<file path="config.mk">
export PLATFORM = sky130hd
export DESIGN_NAME = ctf_timer
export DESIGN_NICKNAME = d
export VERILOG_FILES = /design/src/pkg/ctf_pkg.sv /design/src/verilog/ctf_prescaler.sv /design/src/verilog/ctf_event_edge.sv /design/src/verilog/ctf_timer.sv
export SDC_FILE = /design/constraint.sdc
export NUM_CORES = 1
export LEC_CHECK = 0
export BUFFER_PORTS_ARGS = -buffer_cell sky130_fd_sc_hd__buf_2
export CORE_MARGIN = 1.5
export CORE_UTILIZATION = 60
export CTS_CLUSTER_DIAMETER = 30
export DETAILED_ROUTE_END_ITERATION = 16
export GPL_TIMING_DRIVEN = 0
export PLACE_DENSITY = 0.8
export SLEW_MARGIN = 0
export SYNTH_ARGS = -nofsm -noshare
export SYNTH_HDL_FRONTEND = slang
export SYNTH_HIERARCHICAL = 1
export SYNTH_SLANG_ARGS = --single-unit
</file>
<file path="constraint.sdc">
create_clock -name clk -period 5.4 [get_ports clk]
set_input_delay 1.08 -clock clk [delete_from_list [all_inputs] [get_ports clk]]
set_output_delay 1.08 -clock clk [all_outputs]
set_load 0.03 [all_outputs]
</file>
<file path="src/pkg/ctf_pkg.sv">
// Constants, register map and field layout of the cascadable compare timer
package ctf_pkg;

  // Register addresses
  localparam logic [15:0] ADDR_CTRL     = 16'hFFB6;
  localparam logic [15:0] ADDR_STAT     = 16'hFFB7;
  localparam logic [15:0] ADDR_CNT_HI   = 16'hFFB8;
  localparam logic [15:0] ADDR_CNT_LO   = 16'hFFB9;
  localparam logic [15:0] ADDR_CMP_HI   = 16'hFFBA;
  localparam logic [15:0] ADDR_CMP_LO   = 16'hFFBB;
  localparam logic [15:0] ADDR_CLK_STOP = 16'hFFFA;
  localparam logic [15:0] ADDR_IRQ_REQ  = 16'hFFC0;
  localparam logic [15:0] ADDR_IRQ_EN   = 16'hFFC1;

  // Reset values, fixed read values and the all-ones byte
  localparam logic [7:0] RST_CTRL     = 8'h00;
  localparam logic [7:0] RST_STAT     = 8'h00;
  localparam logic [7:0] RST_CNT      = 8'h00;
  localparam logic [7:0] RST_CMP      = 8'hFF;
  localparam logic [7:0] RST_CLK_STOP = 8'hFF;
  localparam logic [7:0] RD_WRITE_ONLY = 8'hFF;
  localparam logic [7:0] RD_UNMAPPED  = 8'h00;
  localparam logic [7:0] BYTE_ONES    = 8'hFF;

  // Control register fields
  localparam int CTRL_TOGGLE_HI = 7;
  localparam int CTRL_SEL_HI_MSB = 6;
  localparam int CTRL_SEL_HI_LSB = 4;
  localparam int CTRL_TOGGLE_LO = 3;
  localparam int CTRL_SEL_LO_MSB = 2;
  localparam int CTRL_SEL_LO_LSB = 0;

  // Status register fields
  localparam int STAT_OVF_HI  = 7;
  localparam int STAT_CMF_HI  = 6;
  localparam int STAT_OVIE_HI = 5;
  localparam int STAT_CCLR_HI = 4;
  localparam int STAT_OVF_LO  = 3;
  localparam int STAT_CMF_LO  = 2;
  localparam int STAT_OVIE_LO = 1;
  localparam int STAT_CCLR_LO = 0;

  // Request and enable register fields, clock stop bit
  localparam int IRQ_BIT_HI    = 1;
  localparam int IRQ_BIT_LO    = 0;
  localparam int CLK_STOP_BIT  = 2;

  // Clock select encodings
  localparam logic [2:0] SEL_CASCADE = 3'h0;
  localparam logic [2:0] SEL_EVENT   = 3'h0;
  localparam logic [2:0] SEL_DIV32   = 3'h4;
  localparam logic [2:0] SEL_DIV16   = 3'h5;
  localparam logic [2:0] SEL_DIV4    = 3'h6;
  localparam logic [2:0] SEL_SUB4    = 3'h7;

  // Prescaler
  localparam int PRE_WIDTH = 5;
  localparam logic [4:0] PRE_MASK32 = 5'h1F;
  localparam logic [4:0] PRE_MASK16 = 5'h0F;
  localparam logic [4:0] PRE_MASK4  = 5'h03;
  localparam logic [1:0] SUB_LAST   = 2'h3;

endpackage

</file>
<file path="src/verilog/ctf_prescaler.sv">
// Divided count ticks from the system clock and the subclock
module ctf_prescaler
  import ctf_pkg::*;
(
  // Clock and reset
  input  wire logic clk,
  input  wire logic resetn,
  // Subclock level, sampled on clk
  input  wire logic sub_clk,
  // One-cycle ticks
  output logic      tick_div32,
  output logic      tick_div16,
  output logic      tick_div4,
  output logic      tick_sub4
);

  logic [PRE_WIDTH-1:0] pre_ff;
  logic [1:0]           sub_cnt_ff;
  logic                 sub_prev_ff;
  logic                 sub_rise;

  assign sub_rise = sub_clk & ~sub_prev_ff;

  always_ff @(posedge clk or negedge resetn) begin
    if (!resetn) begin
      pre_ff <= '0;
    end else begin
      pre_ff <= pre_ff + 1'b1;
    end
  end

  always_ff @(posedge clk or negedge resetn) begin
    if (!resetn) begin
      sub_prev_ff <= 1'b0;
      sub_cnt_ff  <= '0;
    end else begin
      sub_prev_ff <= sub_clk;
      if (sub_rise) begin
        sub_cnt_ff <= sub_cnt_ff + 1'b1;
      end
    end
  end

  assign tick_div32 = (pre_ff & PRE_MASK32) == PRE_MASK32;
  assign tick_div16 = (pre_ff & PRE_MASK16) == PRE_MASK16;
  assign tick_div4  = (pre_ff & PRE_MASK4) == PRE_MASK4;
  assign tick_sub4  = sub_rise && (sub_cnt_ff == SUB_LAST);

endmodule

</file>
<file path="src/verilog/ctf_event_edge.sv">
// Edge detector for the external event input
module ctf_event_edge
  import ctf_pkg::*;
(
  // Clock and reset
  input  wire logic clk,
  input  wire logic resetn,
  // Event pin and edge choice, 1 selects rising
  input  wire logic event_input_pin,
  input  wire logic edge_rising,
  // One-cycle event tick
  output logic      event_tick
);

  logic prev_ff;

  always_ff @(posedge clk or negedge resetn) begin
    if (!resetn) begin
      prev_ff <= 1'b0;
    end else begin
      prev_ff <= event_input_pin;
    end
  end

  assign event_tick = edge_rising ? (event_input_pin & ~prev_ff)
                                  : (~event_input_pin & prev_ff);

endmodule

</file>
<file path="src/verilog/ctf_timer.sv">
// Cascadable 16-bit / dual 8-bit compare timer with register port
//
// Implementation choice: the address-and-strobe port.
module ctf_timer
  import ctf_pkg::*;
(
  // Clock and reset
  input  wire logic        clk,
  input  wire logic        resetn,
  // Register port
  input  wire logic [15:0] addr,
  input  wire logic [7:0]  wdata,
  input  wire logic        wr,
  input  wire logic        rd,
  output logic      [7:0]  rdata,
  // Clock sources and power state
  input  wire logic        sub_clk,
  input  wire logic        low_power_mode,
  // External event
  input  wire logic        event_input_pin,
  input  wire logic        event_edge_rising,
  // Toggle outputs
  output logic             upper_toggle_pin,
  output logic             lower_toggle_pin,
  // Interrupts to the CPU
  output logic             irq_upper,
  output logic             irq_lower
);

  // Registers
  logic [7:0] ctrl_ff;
  logic [7:0] stat_ff;
  logic [7:0] counter_upper_ff;
  logic [7:0] counter_lower_ff;
  logic [7:0] compare_upper_ff;
  logic [7:0] compare_lower_ff;
  logic [7:0] clock_stop_ff;
  logic [7:0] staging_ff;
  logic [1:0] irq_req_ff;
  logic [1:0] irq_en_ff;
  logic       eq_hi_prev_ff;
  logic       eq_lo_prev_ff;
  logic       tog_hi_ff;
  logic       tog_lo_ff;
  logic [7:0] nxt_counter_upper;
  logic [7:0] nxt_counter_lower;
  logic [7:0] nxt_stat;
  logic [1:0] nxt_irq_req;

  // Prescaler and event ticks
  logic tick_div32;
  logic tick_div16;
  logic tick_div4;
  logic tick_sub4;
  logic event_tick;

  ctf_prescaler u_prescaler (
    .clk        (clk),
    .resetn     (resetn),
    .sub_clk    (sub_clk),
    .tick_div32 (tick_div32),
    .tick_div16 (tick_div16),
    .tick_div4  (tick_div4),
    .tick_sub4  (tick_sub4)
  );

  ctf_event_edge u_event_edge (
    .clk             (clk),
    .resetn          (resetn),
    .event_input_pin (event_input_pin),
    .edge_rising     (event_edge_rising),
    .event_tick      (event_tick)
  );

  // Tick chosen by a select field; system-clock sources stall when
  // the system clock is halted in the low power modes.
  function automatic logic sel_tick(input logic [2:0] sel,
                                    input logic       is_lower,
                                    input logic       lp);
    logic t;
    t = 1'b0;
    if (sel == SEL_DIV32) begin
      t = tick_div32 & ~lp;
    end else if (sel == SEL_DIV16) begin
      t = tick_div16 & ~lp;
    end else if (sel == SEL_DIV4) begin
      t = tick_div4 & ~lp;
    end else if (sel == SEL_SUB4) begin
      t = tick_sub4;
    end else if (is_lower && (sel[2:1] == SEL_EVENT[2:1])) begin
      t = event_tick & ~lp;
    end
    return t;
  endfunction

  // Mode and field decode
  logic       mode8;
  logic       running;
  logic [2:0] upper_clock_select;
  logic [2:0] lower_clock_select;

  assign upper_clock_select = ctrl_ff[CTRL_SEL_HI_MSB:CTRL_SEL_HI_LSB];
  assign lower_clock_select = ctrl_ff[CTRL_SEL_LO_MSB:CTRL_SEL_LO_LSB];
  assign mode8   = ctrl_ff[CTRL_SEL_HI_MSB];
  assign running = clock_stop_ff[CLK_STOP_BIT];

  // Count ticks and overflows
  logic tick_lo;
  logic tick_hi;
  logic ovf_lo;
  logic ovf_hi;

  // Process, not assign: the function reads the tick nets directly,
  // and a continuous assignment would not wake up when they change.
  always_comb begin
    tick_lo = running &
              sel_tick(lower_clock_select, 1'b1, low_power_mode);
  end
  assign ovf_lo  = tick_lo && (counter_lower_ff == BYTE_ONES);
  // Upper half follows lower overflow in 16-bit mode
  always_comb begin
    tick_hi = mode8 ? (running &
              sel_tick(upper_clock_select, 1'b0, low_power_mode))
                    : ovf_lo;
  end
  assign ovf_hi  = tick_hi && (counter_upper_ff == BYTE_ONES);

  // Compare: a match fires once on entering equality
  logic eq_hi;
  logic eq_lo;
  logic match_hi;
  logic match_lo;

  assign eq_hi = mode8 ? (counter_upper_ff == compare_upper_ff)
                       : ({counter_upper_ff, counter_lower_ff} ==
                          {compare_upper_ff, compare_lower_ff});
  assign eq_lo = mode8 && (counter_lower_ff == compare_lower_ff);
  assign match_hi = eq_hi & ~eq_hi_prev_ff;
  assign match_lo = eq_lo & ~eq_lo_prev_ff;

  always_ff @(posedge clk or negedge resetn) begin
    if (!resetn) begin
      eq_hi_prev_ff <= 1'b0;
      eq_lo_prev_ff <= 1'b0;
    end else begin
      eq_hi_prev_ff <= eq_hi;
      eq_lo_prev_ff <= eq_lo;
    end
  end

  // Register port decode
  logic wr_ctrl;
  logic wr_stat;
  logic wr_cnt_hi;
  logic wr_cnt_lo;
  logic wr_cmp_hi;
  logic wr_cmp_lo;
  logic rd_cnt_hi;
  logic rd_cmp_hi;

  assign wr_ctrl   = wr && (addr == ADDR_CTRL);
  assign wr_stat   = wr && (addr == ADDR_STAT);
  assign wr_cnt_hi = wr && (addr == ADDR_CNT_HI);
  assign wr_cnt_lo = wr && (addr == ADDR_CNT_LO);
  assign wr_cmp_hi = wr && (addr == ADDR_CMP_HI);
  assign wr_cmp_lo = wr && (addr == ADDR_CMP_LO);
  assign rd_cnt_hi = rd && (addr == ADDR_CNT_HI);
  assign rd_cmp_hi = rd && (addr == ADDR_CMP_HI);

  // Byte staging: upper write parks here, lower write commits both;
  // upper read captures the lower byte for the following lower read.
  always_ff @(posedge clk or negedge resetn) begin
    if (!resetn) begin
      staging_ff <= 8'h00;
    end else if (!mode8) begin
      if (wr_cnt_hi || wr_cmp_hi) begin
        staging_ff <= wdata;
      end else if (rd_cnt_hi) begin
        staging_ff <= counter_lower_ff;
      end else if (rd_cmp_hi) begin
        staging_ff <= compare_lower_ff;
      end
    end
  end

  // Control register: toggle presets take effect on write
  always_ff @(posedge clk or negedge resetn) begin
    if (!resetn) begin
      ctrl_ff <= RST_CTRL;
    end else if (wr_ctrl) begin
      ctrl_ff <= wdata;
    end
  end

  always_ff @(posedge clk or negedge resetn) begin
    if (!resetn) begin
      clock_stop_ff <= RST_CLK_STOP;
    end else if (wr && (addr == ADDR_CLK_STOP)) begin
      clock_stop_ff <= wdata;
    end
  end

  // Compare registers
  always_ff @(posedge clk or negedge resetn) begin
    if (!resetn) begin
      compare_upper_ff <= RST_CMP;
      compare_lower_ff <= RST_CMP;
    end else begin
      if (mode8 && wr_cmp_hi) begin
        compare_upper_ff <= wdata;
      end else if (!mode8 && wr_cmp_lo) begin
        compare_upper_ff <= staging_ff;
      end
      if (wr_cmp_lo) begin
        compare_lower_ff <= wdata;
      end
    end
  end

  // Counter next values: CPU write, then match clear, then count
  always_comb begin
    nxt_counter_upper = counter_upper_ff;
    nxt_counter_lower = counter_lower_ff;
    if (!mode8) begin
      if (wr_cnt_lo) begin
        nxt_counter_upper = staging_ff;
        nxt_counter_lower = wdata;
      end else if (match_hi && stat_ff[STAT_CCLR_HI]) begin
        nxt_counter_upper = 8'h00;
        nxt_counter_lower = 8'h00;
      end else begin
        nxt_counter_lower = counter_lower_ff + {7'h00, tick_lo};
        nxt_counter_upper = counter_upper_ff + {7'h00, tick_hi};
      end
    end else begin
      if (wr_cnt_hi) begin
        nxt_counter_upper = wdata;
      end else if (match_hi && stat_ff[STAT_CCLR_HI]) begin
        nxt_counter_upper = 8'h00;
      end else begin
        nxt_counter_upper = counter_upper_ff + {7'h00, tick_hi};
      end
      if (wr_cnt_lo) begin
        nxt_counter_lower = wdata;
      end else if (match_lo && stat_ff[STAT_CCLR_LO]) begin
        nxt_counter_lower = 8'h00;
      end else begin
        nxt_counter_lower = counter_lower_ff + {7'h00, tick_lo};
      end
    end
  end

  always_ff @(posedge clk or negedge resetn) begin
    if (!resetn) begin
      counter_upper_ff <= RST_CNT;
      counter_lower_ff <= RST_CNT;
    end else begin
      counter_upper_ff <= nxt_counter_upper;
      counter_lower_ff <= nxt_counter_lower;
    end
  end

  // Status flags: written 0 clears, written 1 keeps; a set wins
  always_comb begin
    nxt_stat = stat_ff;
    if (wr_stat) begin
      nxt_stat = {wdata[7] & stat_ff[7], wdata[6] & stat_ff[6],
                  wdata[5:4],
                  wdata[3] & stat_ff[3], wdata[2] & stat_ff[2],
                  wdata[1:0]};
    end
    if (ovf_hi) begin
      nxt_stat[STAT_OVF_HI] = 1'b1;
    end
    if (match_hi) begin
      nxt_stat[STAT_CMF_HI] = 1'b1;
    end
    if (mode8 && ovf_lo) begin
      nxt_stat[STAT_OVF_LO] = 1'b1;
    end
    if (match_lo) begin
      nxt_stat[STAT_CMF_LO] = 1'b1;
    end
  end

  always_ff @(posedge clk or negedge resetn) begin
    if (!resetn) begin
      stat_ff <= RST_STAT;
    end else begin
      stat_ff <= nxt_stat;
    end
  end

  // Requests: compare match or enabled overflow per half
  always_comb begin
    nxt_irq_req = irq_req_ff;
    if (wr && (addr == ADDR_IRQ_REQ)) begin
      nxt_irq_req = irq_req_ff & wdata[1:0];
    end
    if (match_hi || (ovf_hi && stat_ff[STAT_OVIE_HI])) begin
      nxt_irq_req[IRQ_BIT_HI] = 1'b1;
    end
    if (match_lo || (mode8 && ovf_lo && stat_ff[STAT_OVIE_LO])) begin
      nxt_irq_req[IRQ_BIT_LO] = 1'b1;
    end
  end

  always_ff @(posedge clk or negedge resetn) begin
    if (!resetn) begin
      irq_req_ff <= 2'h0;
    end else begin
      irq_req_ff <= nxt_irq_req;
    end
  end

  always_ff @(posedge clk or negedge resetn) begin
    if (!resetn) begin
      irq_en_ff <= 2'h0;
    end else if (wr && (addr == ADDR_IRQ_EN)) begin
      irq_en_ff <= wdata[1:0];
    end
  end

  assign irq_upper = irq_req_ff[IRQ_BIT_HI] & irq_en_ff[IRQ_BIT_HI];
  assign irq_lower = irq_req_ff[IRQ_BIT_LO] & irq_en_ff[IRQ_BIT_LO];

  // Toggle outputs: preset on control write, invert on match
  always_ff @(posedge clk or negedge resetn) begin
    if (!resetn) begin
      tog_hi_ff <= 1'b0;
      tog_lo_ff <= 1'b0;
    end else begin
      if (wr_ctrl) begin
        tog_hi_ff <= wdata[CTRL_TOGGLE_HI];
      end else if (match_hi) begin
        tog_hi_ff <= ~tog_hi_ff;
      end
      if (wr_ctrl) begin
        tog_lo_ff <= wdata[CTRL_TOGGLE_LO];
      end else if (match_lo) begin
        tog_lo_ff <= ~tog_lo_ff;
      end
    end
  end

  assign upper_toggle_pin = tog_hi_ff;
  assign lower_toggle_pin = tog_lo_ff;

  // Read data, valid only in the cycle after the read strobe
  always_ff @(posedge clk or negedge resetn) begin
    if (!resetn) begin
      rdata <= 8'h00;
    end else if (rd) begin
      if (addr == ADDR_CTRL) begin
        rdata <= RD_WRITE_ONLY;
      end else if (addr == ADDR_STAT) begin
        rdata <= stat_ff;
      end else if (addr == ADDR_CNT_HI) begin
        rdata <= counter_upper_ff;
      end else if (addr == ADDR_CNT_LO) begin
        rdata <= mode8 ? counter_lower_ff : staging_ff;
      end else if (addr == ADDR_CMP_HI) begin
        rdata <= compare_upper_ff;
      end else if (addr == ADDR_CMP_LO) begin
        rdata <= mode8 ? compare_lower_ff : staging_ff;
      end else if (addr == ADDR_CLK_STOP) begin
        rdata <= clock_stop_ff;
      end else if (addr == ADDR_IRQ_REQ) begin
        rdata <= {6'h00, irq_req_ff};
      end else if (addr == ADDR_IRQ_EN) begin
        rdata <= {6'h00, irq_en_ff};
      end else begin
        rdata <= RD_UNMAPPED;
      end
    end else begin
      rdata <= 8'h00;
    end
  end

endmodule

</file>
==> out/results.txt <==
Run status: completed
Area growth, synth to finish: 10.8%
Internal power consumption: 866 uW
# rows: 33
DIE WIDTH: 94.4 um
Bufs and invs on worst path: 0
Crit path from: u_prescaler/pre_ff[0]
Initial core utilization: 0.616
Finish-stage setup viols: 0
Global router's overall resource usage: 0.372
Routed WL: 15.6 mm
Final Hold Violating Endpoints: 0
Count of unique library cells instantiated by Yosys: 61
Slew @ Worst Pin: 1.01 ns
Maximum achievable frequency: 275 MHz
Startpoint type of the worst setup path: flop
Post-detail-place hpwl: 11.6 mm
# DRC: 0
Buffer count from post-CTS setup fixing: 0
Met3 track utilization from global routing: 0.0644
Resize count post-CTS: 0
Overflow left after global routing: 0
Ant. Diodes: 0
Fraction of post-synthesis cell area in the top cell type by area: 0.315
Number of global-route vias before repair: 4,405
Met2 usage in global routing: 0.591
Peak supply drop: 202 uV
Summed area of non-filler cells in the final layout: 5550 um2
Dpl cell area: 5380 um2
Cell at the root of the clock tree: clkbuf_8
Combinational Power Share: 0.082
Final period utilization: 0.674
CP required: 5.62 ns
Post-Syn Nets: 570
Switching part of the total power: 0.270
Post-synthesis async set-or-reset flop share: 1.00
Cell count after synthesis: 531
Number of gates on the worst path with buffers counted: 13
Chip Height: 94.4 um
Register-to-register setup slack: 1.76 ns
Worst hold slack after final layout: 0.465 ns
Clock tree from TritonCTS: built
Clock latency of the later-clocked register in the worst-skew pair: 0.37 ns
WL/cell: 22.5 um
Cell depth of the worst flop-to-flop path: 13
Startpoint-to-endpoint class of the critical path: reg2reg
Cell Chain, Critical Path: ha_1, and3_1, ha_1, mux2i_1, nor4b_1, o31a_1, nand2_1, o21ai_0, ha_1, ha_1, nand2_1, xor2_1, o221ai_1
Number of enable-type register cells in the synthesized netlist: 0
Number of synthesized register bits: 87
CTS Hold Bufs: 0
Cell leakage power: 0.00229 uW
Detail Route Antenna Nets: 0
Switching power: 320 uW
Final-layout setup total negative slack: 0 ns
Routing layer with the top usage in global route: met2
Std-Cell Core Area: 8130 um2
Met1 Usage GRT: 0.507
Clock transition at the registers of the reported paths: 0.09 ns
Port Buf Inserts: 41
Via count normalized by instance count: 6.48
Largest net degree at the start of global routing: 48
Synth warn: 6
Max_slew headroom: 0.324
Biggest area consumer among synthesized cells: dfrtp_1
Hold WC Path Type: reg2reg
Average footprint of a synthesized cell: 9.44 um2
Max-slew violation count: 0
Destination of the critical timing path: counter_upper_ff[6]
Signal arrival time at the worst endpoint: 3.86 ns
Initial antenna violation count: 0
Most used cell, CP: ha_1
Final layout net count: 623
Post-route clock skew: 0.0110 ns
Maximum cell stage delay along the critical path: 0.58 ns
Leading cell types in the layout, fill and taps excluded: nand2_1 (70), dfrtp_1 (63), buf_2 (42), a21oi_1 (37), nor2_1 (36)
Part of the total power dissipated in the clock network: 0.354
Global-route wire length before repair: 24.3 mm
Setup repair after global routing missed its margin: false
Family with the most delay on the worst path: adder cells
Fraction of final layout cells sized beyond drive strength 1: 0.217
Summed instance area of the synthesized netlist: 5010 um2
Biggest fanout along the worst timing path: 4
Num ports: 44
Register share of total power: 0.564
Critical Path Slowest Stage Cell: o21ai_0
Most common library cell in the layout ignoring fill and taps: nand2_1
Count of clock tree sinks: 87
Capturing element type of the critical path: flop
Maximum number of buffers from clock root to sink: 2
Share of the yosys chip area belonging to registers: 0.440
Pre-antenna DRT Iters: 5
Initial detailed-routing violation count: 395
Worst R2R End: counter_upper_ff[6]
Number of maximum-capacitance violations: 0
Clock period minus worst slack: 3.64 ns
Final Wtd Congestion: 1.02
Clock buffers created by TritonCTS: 9
Top cells by area, synth: dfrtp_1 (31%), dfstp_2 (13%), mux2_2 (6.3%)
Total power per unit cell area: 214 nW/um2
Power Total: 1190 uW
Via Count: 4,500
Worst reg2reg startpoint: u_prescaler/pre_ff[0]
Commonest register cell after synthesis: dfrtp_1
Total Die Area: 8910 um2
Number of levels the H-tree was split into: 3
## logic make-up after synthesis
group                    synth area share
AO/OA/AOI/OAI                       0.159
XOR/XNOR                           0.0577
adder cells (fa/ha/maj)            0.0175
buffers and inverters              0.0290
flip-flops                          0.440
multiplexers                       0.0859
AND/OR/NAND/NOR                     0.211
## final cells by class
type / instances / area (um2)
plain buffers: 28 / 115
clock buffers: 10 / 128
clock inverters: 6 / 45.0
fillers: 670 / 2580
inverters: 8 / 30.0
multi-input cells: 408 / 2660
flip-flops and latches: 87 / 2210
well taps: 105 / 131
repair buffers: 42 / 235
## synthesized netlist by cell type, types with 9 or more instances
cell type and instances:
a21oi_1 37, clkbuf_1 22, dfrtp_1 63, dfstp_2 24, mux2_2 28, mux2i_1 10, nand2_1 70, nand3_1 19
nand4_1 13, nor2_1 36, nor3_1 15, o21ai_0 30, o22ai_1 9, o31ai_1 10, xnor2_1 22, xor2_1 11
## state kept, by name, indices dropped and copies added, names as in the netlist
| name | flops |
|---|---|
| stat_ff | 8 |
| u_prescaler/pre_ff | 5 |
| rdata | 8 |
| upper_toggle_pin | 1 |
| ctrl_ff | 6 |
| staging_ff | 8 |
| counter_upper_ff | 8 |
| u_prescaler/sub_cnt_ff | 2 |
| counter_lower_ff | 8 |
| eq_hi_prev_ff | 1 |
| compare_lower_ff | 8 |
| irq_req_ff | 2 |
| compare_upper_ff | 8 |
| lower_toggle_pin | 1 |
| irq_en_ff | 2 |
| u_event_edge/prev_ff | 1 |
| u_prescaler/sub_prev_ff | 1 |
| clock_stop_ff | 8 |
| eq_lo_prev_ff | 1 |
## power groups by stage
stage	Sequential, uW	Combinational, uW	Clock (uW)
after floorplan	683	40.0	0
after global placement	681	91.2	0
after detailed placement	681	96.3	0
after CTS	669	97.0	418
after global routing	670	106	443
final	669	96.8	419
## metrics by stage
stage / setup slack [ns] / std cells / utilization
after floorplan: 2.38 / 531 / -
after global placement: 1.59 / 677 / 0.657
after detailed placement: 1.49 / 678 / 0.661
after CTS: 1.75 / 694 / 0.682
after global routing: 1.53 / 694 / 0.682
final: 1.76 / 694 / 0.682
## how the worst min path moves through the flow
stage / from / endpoint / depth (start not counted) / slack (ns)
2_1_floorplan: u_prescaler/pre_ff[0] / u_prescaler/pre_ff[0] / 1 / 0.42
3_3_place_gp: u_prescaler/pre_ff[0] / u_prescaler/pre_ff[0] / 1 / 0.44
3_5_place_dp: u_prescaler/pre_ff[0] / u_prescaler/pre_ff[0] / 1 / 0.45
4_1_cts: u_prescaler/pre_ff[0] / u_prescaler/pre_ff[0] / 1 / 0.47
5_1_grt: u_prescaler/pre_ff[0] / u_prescaler/pre_ff[0] / 1 / 0.48
6_report: u_prescaler/pre_ff[0] / u_prescaler/pre_ff[0] / 1 / 0.46
## layer usage
| layer | part of all wire | vias up |
|---|---|---|
| met1 | 0.42 | 2204 |
| met5 | 0 | - |
| met2 | 0.47 | 226 |
| met3 | 0.075 | 44 |
| met4 | 0.031 | 0 |
| li1 | - | 2026 |
Power figures use the tool's default switching activity.
